==> config.mk <==
export PLATFORM = sky130hd
export DESIGN_NAME = mcu_interrupt_controller
export DESIGN_NICKNAME = d
export VERILOG_FILES = /design/src/design/irq_pkg.sv /design/src/design/irq_return_stack.sv /design/src/design/mcu_interrupt_controller.sv
export SDC_FILE = /design/constraint.sdc
export NUM_CORES = 1
export LEC_CHECK = 0
export ABC_AREA = 1
export ABC_CLOCK_PERIOD_IN_PS = 3550
export CORE_MARGIN = 5
export CORE_UTILIZATION = 65
export DETAILED_ROUTE_END_ITERATION = 8
export DONT_BUFFER_PORTS = 1
export PLACE_DENSITY_LB_ADDON = 0.25
export REMOVE_ABC_BUFFERS = 1
export SYNTH_ARGS = -nofsm -noshare
export SYNTH_HDL_FRONTEND = slang
export SYNTH_SLANG_ARGS = --single-unit
==> constraint.sdc <==
create_clock -name ref_clk -period 3.55 [get_ports ref_clk]
set_input_delay 0.355 -clock ref_clk [delete_from_list [all_inputs] [get_ports ref_clk]]
set_output_delay 0.355 -clock ref_clk [all_outputs]
set_load 0.005 [all_outputs]
==> src/design/irq_pkg.sv <==
// Shared constants of the interrupt controller: register map, bit layout, vectors, sizes.
package irq_pkg;
	localparam int         PC_WIDTH        = 12;
	localparam int         STACK_DEPTH     = 8;
	localparam int         ENDPOINT_COUNT  = 4;
	localparam int         SOURCE_COUNT    = 3;
	localparam logic [7:0] CONTROL_ADDR    = 8'h0B;
	localparam logic [7:0] USB_CTL_ADDR    = 8'h1A;
	localparam logic [7:0] EP_STATUS_ADDR  = 8'h1B;
	localparam int         GIE_BIT         = 0;
	localparam int         ENABLE_LSB      = 1;
	localparam int         PENDING_LSB     = 4;
	localparam int         SUSPEND_BIT     = 0;
	localparam int         RESUME_BIT      = 3;
	localparam int         SRC_USB         = 0;
	localparam int         SRC_TIMER_A     = 1;
	localparam int         SRC_TIMER_B     = 2;
	localparam logic [11:0] USB_VECTOR     = 12'h004;
	localparam logic [11:0] TIMER_A_VECTOR = 12'h008;
	localparam logic [11:0] TIMER_B_VECTOR = 12'h00C;
	localparam logic [7:0] CONTROL_RESET   = 8'h00;
	localparam logic [7:0] USB_CTL_RESET   = 8'h00;
	localparam logic [7:0] EP_STATUS_RESET = 8'h00;
	localparam logic [7:0] USB_CTL_MASK    = 8'h09;
	localparam logic [7:0] READ_IDLE       = 8'h00;
endpackage : irq_pkg

==> src/design/irq_return_stack.sv <==
// Eight-level program counter return stack with a full flag and overwrite of the oldest entry.
module irq_return_stack #(
	parameter int DEPTH = irq_pkg::STACK_DEPTH,
	parameter int WIDTH = irq_pkg::PC_WIDTH
) (
	// Clock and reset.
	input  wire logic             ref_clk,
	input  wire logic             resetn,
	// Push and pop.
	input  wire logic             push,
	input  wire logic             pop,
	input  wire logic [WIDTH-1:0] push_data,
	output logic      [WIDTH-1:0] top_data,
	// State.
	output logic      [3:0]       level,
	output logic                  full
);
	logic [WIDTH-1:0]       entry_mem [DEPTH];
	logic [$clog2(DEPTH)-1:0] head_reg;
	logic [3:0]             level_reg;
	logic [$clog2(DEPTH)-1:0] top_idx;

	assign top_idx  = head_reg - 1'b1;
	assign top_data = entry_mem[top_idx];
	assign level    = level_reg;
	assign full     = (level_reg == 4'(DEPTH));

	// A push when full overwrites the oldest word; only the last eight survive.
	always_ff @(posedge ref_clk)
	begin
		if (push && !pop)
		begin
			entry_mem[head_reg] <= push_data;
		end
	end

	always_ff @(posedge ref_clk)
	begin
		if (!resetn)
		begin
			head_reg  <= '0;
			level_reg <= 4'h0;
		end
		else if (pop)
		begin
			if (level_reg != 4'h0)
			begin
				head_reg  <= top_idx;
				level_reg <= level_reg - 4'h1;
			end
		end
		else if (push)
		begin
			head_reg <= head_reg + 1'b1;
			if (level_reg != 4'(DEPTH))
			begin
				level_reg <= level_reg + 4'h1;
			end
		end
	end

	a_level_bound : assert property (@(posedge ref_clk) disable iff (!resetn)
		level_reg <= 4'(DEPTH)) else $error("Stack level above depth.");
endmodule : irq_return_stack

==> src/design/mcu_interrupt_controller.sv <==
// Interrupt controller: control register, USB status bits, priority vectoring, stack, wake-up.

module mcu_interrupt_controller #(
	parameter int PC_WIDTH    = irq_pkg::PC_WIDTH,
	parameter int EP_COUNT    = irq_pkg::ENDPOINT_COUNT,
	parameter int STACK_DEPTH = irq_pkg::STACK_DEPTH
) (
	// Clock and reset.
	input  wire logic                ref_clk,
	input  wire logic                resetn,
	// Data memory register port.
	input  wire logic [7:0]          reg_addr,
	input  wire logic                reg_wr_en,
	input  wire logic [7:0]          reg_wr_data,
	input  wire logic                reg_rd_en,
	output logic      [7:0]          reg_rd_data,
	// Core sequencer.
	input  wire logic                cycle_phase_two_pulse,
	input  wire logic [PC_WIDTH-1:0] pc_now,
	input  wire logic                call_instr,
	input  wire logic                plain_return_instr,
	input  wire logic                return_from_irq_instr,
	input  wire logic                halt_enter,
	output logic                     irq_ack,
	output logic      [PC_WIDTH-1:0] irq_vector,
	output logic      [PC_WIDTH-1:0] return_pc,
	output logic                     stack_full,
	output logic                     wake_req,
	// Event sources.
	input  wire logic [EP_COUNT-1:0] usb_fifo_access,
	input  wire logic                usb_suspend,
	input  wire logic                usb_resume,
	input  wire logic                usb_bus_reset,
	input  wire logic                timer_a_overflow,
	input  wire logic                timer_b_overflow
);
	localparam int N = irq_pkg::SOURCE_COUNT;

	logic                global_irq_enable_reg;
	logic [N-1:0]        irq_enable_reg;
	logic [N-1:0]        irq_pending_reg;
	logic [N-1:0]        irq_pending_next;
	logic [7:0]          usb_ctl_status_reg;
	logic [EP_COUNT-1:0] endpoint_access_status_reg;
	logic [N-1:0]        src_event;
	logic [N-1:0]        request;
	logic [N-1:0]        ack_sel;
	logic                ack_fire;
	logic                control_wr;
	logic                usb_ctl_wr;
	logic                ep_status_wr;
	logic                halt_active_reg;
	logic [N-1:0]        halt_mask_reg;
	logic                wake_reg;
	logic                irq_ack_reg;
	logic [PC_WIDTH-1:0] irq_vector_reg;
	logic [7:0]          reg_rd_data_reg;
	logic [3:0]          stack_level;
	logic [7:0]          control_value;

	// Picks the highest-priority request as a one-hot word.
	function automatic logic [N-1:0] first_request(input logic [N-1:0] req);
		logic [N-1:0] sel;
		sel = '0;
		for (int i = N - 1; i >= 0; i--)
		begin
			if (req[i])
			begin
				sel = '0;
				sel[i] = 1'b1;
			end
		end
		return sel;
	endfunction : first_request

	// Maps a one-hot source selection to its entry address.
	function automatic logic [PC_WIDTH-1:0] vector_of(input logic [N-1:0] sel);
		logic [PC_WIDTH-1:0] v;
		v = PC_WIDTH'(irq_pkg::TIMER_B_VECTOR);
		if (sel[irq_pkg::SRC_USB])
		begin
			v = PC_WIDTH'(irq_pkg::USB_VECTOR);
		end
		else if (sel[irq_pkg::SRC_TIMER_A])
		begin
			v = PC_WIDTH'(irq_pkg::TIMER_A_VECTOR);
		end
		return v;
	endfunction : vector_of

	assign control_wr   = reg_wr_en && (reg_addr == irq_pkg::CONTROL_ADDR);
	assign usb_ctl_wr   = reg_wr_en && (reg_addr == irq_pkg::USB_CTL_ADDR);
	assign ep_status_wr = reg_wr_en && (reg_addr == irq_pkg::EP_STATUS_ADDR);

	// Any USB event raises the single USB request.
	assign src_event[irq_pkg::SRC_USB]     = (|usb_fifo_access) | usb_suspend
		| usb_resume | usb_bus_reset;
	assign src_event[irq_pkg::SRC_TIMER_A] = timer_a_overflow;
	assign src_event[irq_pkg::SRC_TIMER_B] = timer_b_overflow;

	// A request needs its own and the global enable, and waits while the stack is full.
	assign request  = irq_pending_reg & irq_enable_reg & {N{global_irq_enable_reg}};
	assign ack_sel  = first_request(request);
	assign ack_fire = cycle_phase_two_pulse && (|request) && !stack_full;

	assign control_value = {1'b0, irq_pending_reg, irq_enable_reg, global_irq_enable_reg};

	// Pending flags: software write, then acknowledge clear, then new events win.
	always_comb
	begin
		irq_pending_next = irq_pending_reg;
		if (control_wr)
		begin
			irq_pending_next = reg_wr_data[irq_pkg::PENDING_LSB +: N];
		end
		if (ack_fire)
		begin
			irq_pending_next = irq_pending_next & ~ack_sel;
		end
		irq_pending_next = irq_pending_next | src_event;
	end

	always_ff @(posedge ref_clk)
	begin
		if (!resetn)
		begin
			irq_pending_reg <= irq_pkg::CONTROL_RESET[irq_pkg::PENDING_LSB +: N];
		end
		else
		begin
			irq_pending_reg <= irq_pending_next;
		end
	end

	// Enables and global enable; acknowledge beats return and write on the global bit.
	always_ff @(posedge ref_clk)
	begin
		if (!resetn)
		begin
			irq_enable_reg        <= irq_pkg::CONTROL_RESET[irq_pkg::ENABLE_LSB +: N];
			global_irq_enable_reg <= irq_pkg::CONTROL_RESET[irq_pkg::GIE_BIT];
		end
		else
		begin
			if (control_wr)
			begin
				irq_enable_reg <= reg_wr_data[irq_pkg::ENABLE_LSB +: N];
			end
			if (ack_fire)
			begin
				global_irq_enable_reg <= 1'b0;
			end
			else if (control_wr)
			begin
				global_irq_enable_reg <= reg_wr_data[irq_pkg::GIE_BIT];
			end
			else if (return_from_irq_instr)
			begin
				global_irq_enable_reg <= 1'b1;
			end
		end
	end

	// USB status bits: hardware set wins over a firmware clear in the same cycle.
	always_ff @(posedge ref_clk)
	begin
		if (!resetn)
		begin
			usb_ctl_status_reg         <= irq_pkg::USB_CTL_RESET;
			endpoint_access_status_reg <= irq_pkg::EP_STATUS_RESET[EP_COUNT-1:0];
		end
		else
		begin
			usb_ctl_status_reg <= (usb_ctl_wr ? (reg_wr_data & irq_pkg::USB_CTL_MASK)
				: usb_ctl_status_reg)
				| (8'(usb_suspend) << irq_pkg::SUSPEND_BIT)
				| (8'(usb_resume) << irq_pkg::RESUME_BIT);
			endpoint_access_status_reg <= (ep_status_wr ? reg_wr_data[EP_COUNT-1:0]
				: endpoint_access_status_reg) | usb_fifo_access;
		end
	end

	// Acknowledge pulse and vector, one cycle after the phase-two pulse.
	always_ff @(posedge ref_clk)
	begin
		if (!resetn)
		begin
			irq_ack_reg    <= 1'b0;
			irq_vector_reg <= '0;
		end
		else
		begin
			irq_ack_reg <= ack_fire;
			if (ack_fire)
			begin
				irq_vector_reg <= vector_of(ack_sel);
			end
		end
	end

	// Halt: sources already pending at entry are masked from waking.
	always_ff @(posedge ref_clk)
	begin
		if (!resetn)
		begin
			halt_active_reg <= 1'b0;
			halt_mask_reg   <= '0;
			wake_reg        <= 1'b0;
		end
		else
		begin
			wake_reg <= 1'b0;
			if (halt_enter)
			begin
				halt_active_reg <= 1'b1;
				halt_mask_reg   <= irq_pending_reg;
			end
			else if (halt_active_reg && |(src_event & ~halt_mask_reg))
			begin
				halt_active_reg <= 1'b0;
				wake_reg        <= 1'b1;
			end
		end
	end

	// Registered read; unmapped addresses read zero.
	always_ff @(posedge ref_clk)
	begin
		if (!resetn)
		begin
			reg_rd_data_reg <= irq_pkg::READ_IDLE;
		end
		else if (reg_rd_en)
		begin
			case (reg_addr)
				irq_pkg::CONTROL_ADDR:   reg_rd_data_reg <= control_value;
				irq_pkg::USB_CTL_ADDR:   reg_rd_data_reg <= usb_ctl_status_reg;
				irq_pkg::EP_STATUS_ADDR: reg_rd_data_reg <= 8'(endpoint_access_status_reg);
				default:                 reg_rd_data_reg <= irq_pkg::READ_IDLE;
			endcase
		end
	end

	// Only the program counter is saved on acknowledge or call.
	irq_return_stack #(
		.DEPTH (STACK_DEPTH),
		.WIDTH (PC_WIDTH)
	) u_stack (
		.ref_clk   (ref_clk),
		.resetn    (resetn),
		.push      (ack_fire | call_instr),
		.pop       (plain_return_instr | return_from_irq_instr),
		.push_data (pc_now),
		.top_data  (return_pc),
		.level     (stack_level),
		.full      (stack_full)
	);

	assign irq_ack     = irq_ack_reg;
	assign irq_vector  = irq_vector_reg;
	assign wake_req    = wake_reg;
	assign reg_rd_data = reg_rd_data_reg;

	a_ack_clears_gie : assert property (@(posedge ref_clk) disable iff (!resetn)
		ack_fire |=> !global_irq_enable_reg && irq_ack) else $error("Global enable kept.");
	a_nest_service : assert property (@(posedge ref_clk) disable iff (!resetn)
		cycle_phase_two_pulse && global_irq_enable_reg && |(irq_pending_reg & irq_enable_reg)
		&& !stack_full |=> irq_ack) else $error("Enabled request not served.");
	a_full_blocks : assert property (@(posedge ref_clk) disable iff (!resetn)
		stack_full |=> !irq_ack) else $error("Acknowledge with full stack.");
	a_ack_pushes : assert property (@(posedge ref_clk) disable iff (!resetn)
		ack_fire && !plain_return_instr && !return_from_irq_instr
		|=> stack_level == $past(stack_level) + 4'h1) else $error("Acknowledge did not push.");
	a_usb_vector : assert property (@(posedge ref_clk) disable iff (!resetn)
		ack_fire && request[0] |=> irq_vector == 12'h004) else $error("Bad USB vector.");
	a_timer_a_vector : assert property (@(posedge ref_clk) disable iff (!resetn)
		ack_fire && request == 3'b010 |=> irq_vector == 12'h008
		&& (!irq_pending_reg[1] || $past(src_event[1]))) else $error("Bad timer A service.");
	a_timer_b_vector : assert property (@(posedge ref_clk) disable iff (!resetn)
		ack_fire && request == 3'b100 |=> irq_vector == 12'h00C) else $error("Bad timer B vector.");
	a_priority_order : assert property (@(posedge ref_clk) disable iff (!resetn)
		ack_fire && request[1] && !request[0] |=> irq_vector == 12'h008)
		else $error("Priority broken.");
	a_return_from_irq_instr_enables : assert property (@(posedge ref_clk) disable iff (!resetn)
		return_from_irq_instr && !ack_fire && !control_wr |=> global_irq_enable_reg)
		else $error("Return did not enable.");
	a_ret_keeps : assert property (@(posedge ref_clk) disable iff (!resetn)
		plain_return_instr && !return_from_irq_instr && !ack_fire && !control_wr
		|=> $stable(global_irq_enable_reg)) else $error("Plain return changed enable.");
	a_flag_sticky : assert property (@(posedge ref_clk) disable iff (!resetn)
		!control_wr && !ack_fire |=> (irq_pending_reg & $past(irq_pending_reg))
		== $past(irq_pending_reg)) else $error("Pending flag lost.");
	a_phase_only : assert property (@(posedge ref_clk) disable iff (!resetn)
		!cycle_phase_two_pulse |=> !irq_ack) else $error("Acknowledge off phase.");
	a_suspend_sets : assert property (@(posedge ref_clk) disable iff (!resetn)
		usb_suspend |=> usb_ctl_status_reg[0] && irq_pending_reg[0]) else $error("Suspend lost.");
	a_wake_event : assert property (@(posedge ref_clk) disable iff (!resetn)
		halt_active_reg && !halt_enter && |(src_event & ~halt_mask_reg) |=> wake_req)
		else $error("No wake.");
endmodule : mcu_interrupt_controller

==> flow_summary_export.csv <==
group,metric,value,unit
grt,grt_max_degree,52,
worst_setup_path,path_class,"reg2out",
routing,wl_per_cell,17.5,um
floorplan,die_w,103,um
sta,finalHoldViolCount,0,
logic_synthesis,synth_adder_area_share,1.23,%
sta,timing.hold.ws,0.0165,ns
finish,ff_latch_area,3580,um^2
routing,drc,0,
cts,clkSlewWorstSetupHoldPaths,0.05,ns
worst_setup_path,rr_worst_depth,9,
floorplan,num_rows,34,
finish,largest_register_ffs,96,
logic_synthesis,synth-edff-count,96,
logic_synthesis,synth-compound-area-share,11.4,%
cts,cts_sinks,131,
sta,grt_setup_unrepaired,"false",
sta,finalCritPeriodShare,89.7,%
routing,vias,4139,
worst_setup_path,critPathCaptureType,"output port",
logic_synthesis,synth_top_family_by_area,"simple AND/OR/NAND/NOR gates",
place,dp_slack,1.00,ns
sta,setup_tns,0,ns
grt,overflow,0,
cts,cts-root-buf,"clkbuf_8",
logic_synthesis,synth_mux_area_share,0,%
sta,min_period,3.19,ns
cts,numCtsBuffers,17,
sta,setup_violations,0,
finish,num-nets-final,642,
finish,syn2layout_area_growth,15.1,%
finish,mostFrequentLayoutCells,"114 x nor2_1, 96 x edfxtp_1, 58 x nand2_1",
place,dp.cells,658,
worst_setup_path,r2r-start,"u_stack.level[0]",
routing,antenna_left,0,
logic_synthesis,yosys.area.top_type,"edfxtp_1",
sta,fin_ws,0.364,ns
worst_hold_path,holdPathEnd,"reg_rd_data[2]",
finish,multi_input_area,1780,um^2
worst_hold_path,hold_path_startpoint,"reg_rd_en",
floorplan,die_h,103,um
floorplan,io_pins,81,
routing,finalWirelength,12400,um
worst_setup_path,crit_path_max_fanout,25,
worst_hold_path,hold_depth,2,
floorplan,dieArea,10700,um^2
logic_synthesis,synth_area_leaders,"edfxtp_1 51%, dfxtp_1 12%, nor2_1 7.5%, o21ai_0 4.9%, nand2_1 3.8%",
logic_synthesis,yosysTopAreaCellShare,50.8,%
logic_synthesis,synth-seq-cells,131,
grt,grt_pass1_vias,3998,
cts,cts.htree.levels,4,
worst_hold_path,hold_path_class,"in2reg",
finish,final_cells,711,
logic_synthesis,ys.warnings.count,0,
grt,grt_antenna_before_repair,0,
worst_setup_path,start_kind,"register",
worst_setup_path,reg2reg_to,"u_stack.entry_mem[5][5]",
grt,grt_use_total,24.5,%
worst_setup_path,worstPathRequired,3.19,ns
status,status,"finished, final reports clean",
floorplan,core_area,8590,um^2
cts,clkLatencyLatePin,0.51,ns
power,peakVddDrop,0.000440,V
place,place_congestion,0.848,
logic_synthesis,synthSimpleGateAreaFrac,17.4,%
sta,skew,0.00751,ns
sta,worst_pin_slew,0.921,ns
worst_setup_path,r2r_slack,1.24,ns
routing,drtIter0Drc,292,
cts,cts_tree,"done",
run,maxCapViolations,0,
power,power.density,748,nW/um^2
routing,vias_per_cell,5.82,
logic_synthesis,avgSynthCellArea,10.1,um^2
logic_synthesis,yosysSeqAreaShare,63.2,%
cts,holdBufCountCts,22,
floorplan,initial_utilization,66.0,%
finish,final_common_cell,"nor2_1",
logic_synthesis,syn-cell-area,5670,um^2
cts,ctsLongestPathBuffers,2,
sta,max_freq,314,MHz
logic_synthesis,synth_cells,562,
worst_setup_path,crit_arrival,2.83,ns
cts,post-cts-setup-buffers,0,
sta,slew_violations,0,
cts,cts_resized,0,
sta,relSlewSlack,38.5,%
routing,dr.pass1.iters,5,
place,port-buffer-count,0,
logic_synthesis,ys_async_sr_fraction,0,%
finish,fill_cells,578,
finish,insertedDiodeCount,0,
place,hpwl,7510,um
power,p_leak,2.49,nW
logic_synthesis,synth_top_flop_cell,"edfxtp_1",
finish,layout-drive-gt1-share,9.62,%
grt,grt_pass1_wl,19500,um
logic_synthesis,synth_xor_area_share,0.617,%
logic_synthesis,synth.distinct_cells,40,
routing by layer:
layer / vias up / GRT usage (%) / routed length (um)
met4: 0 / 8.96 / 214
met2: 197 / 41.4 / 6340
met3: 21 / 6.57 / 954
met5: - / 0 / 0
met1: 1949 / 30.4 / 4910
li1: 1972 / - / -
worst max-delay path: stages (launching register included):
cell and delay, ns:
dfxtp_1 0.41, inv_1 0.11, ha_1 0.29, inv_1 0.68, o21ai_0 0.30, o22ai_1 0.23
nor2_1 0.08, a31oi_1 0.21
power by group:
group / switching (mW) / internal, mW / total [mW]
Clock: 0.592 / 1.05 / 1.65
Combinational: 0.989 / 0.461 / 1.45
Sequential: 0.0619 / 1.73 / 1.79
cells by family after synthesis:
| kind of cell | after synthesis |
|---|---|
| fa+ha+maj | 5 |
| xor+xnor | 4 |
| buf+inv | 77 |
| simple gates | 224 |
| compound gates | 120 |
| other cells | 1 |
| flops | 131 |
layout make-up:
| type | count | area share (%) |
|---|---|---|
| clock inverters | 12 | 2.15 |
| inverters | 44 | 2.53 |
| multi-input cells | 364 | 27.3 |
| clock buffers | 19 | 6.46 |
| well taps | 108 | 2.07 |
| repair buffers | 33 | 4.64 |
| flip-flops and latches | 131 | 54.9 |
cell usage after synthesis (all sizes together) (2+ instances only):
master	count
nor2	119
edfxtp	96
o21ai	67
nand2	64
inv	42
dfxtp	35
nand3	27
a21oi	26
buf	19
clkbuf	14
a31oi	13
o22ai	12
nand4	5
ha	4
nor3	3
or2	3
clkinv	2
xnor2	2
xor2	2
through the flow:
step | instance area (um^2) | utilization (%) | power, mW
detailed placement | 5750 | 66.9 | 3.20
CTS | 6530 | 76.0 | 4.88
floorplan | 5530 | - | 2.82
global placement | 5750 | 66.9 | 3.15
global route | 6530 | 76.0 | 5.16
finish | 6530 | 76.0 | 4.89
worst max path at each step:
stage                                   start      endpoint  slack (ns)  cells after the start
after floorplan           u_stack.head_reg[0]  return_pc[0]        0.12                      7
after global placement    u_stack.head_reg[1]  return_pc[1]        1.09                      7
after detailed placement  u_stack.head_reg[1]  return_pc[5]        1.00                      7
after CTS                 u_stack.head_reg[1]  return_pc[5]        0.45                      7
after global routing      u_stack.head_reg[1]  return_pc[6]        0.24                      7
final                     u_stack.head_reg[1]  return_pc[5]        0.36                      7
Note: power is estimated with default switching activity, not from simulation.
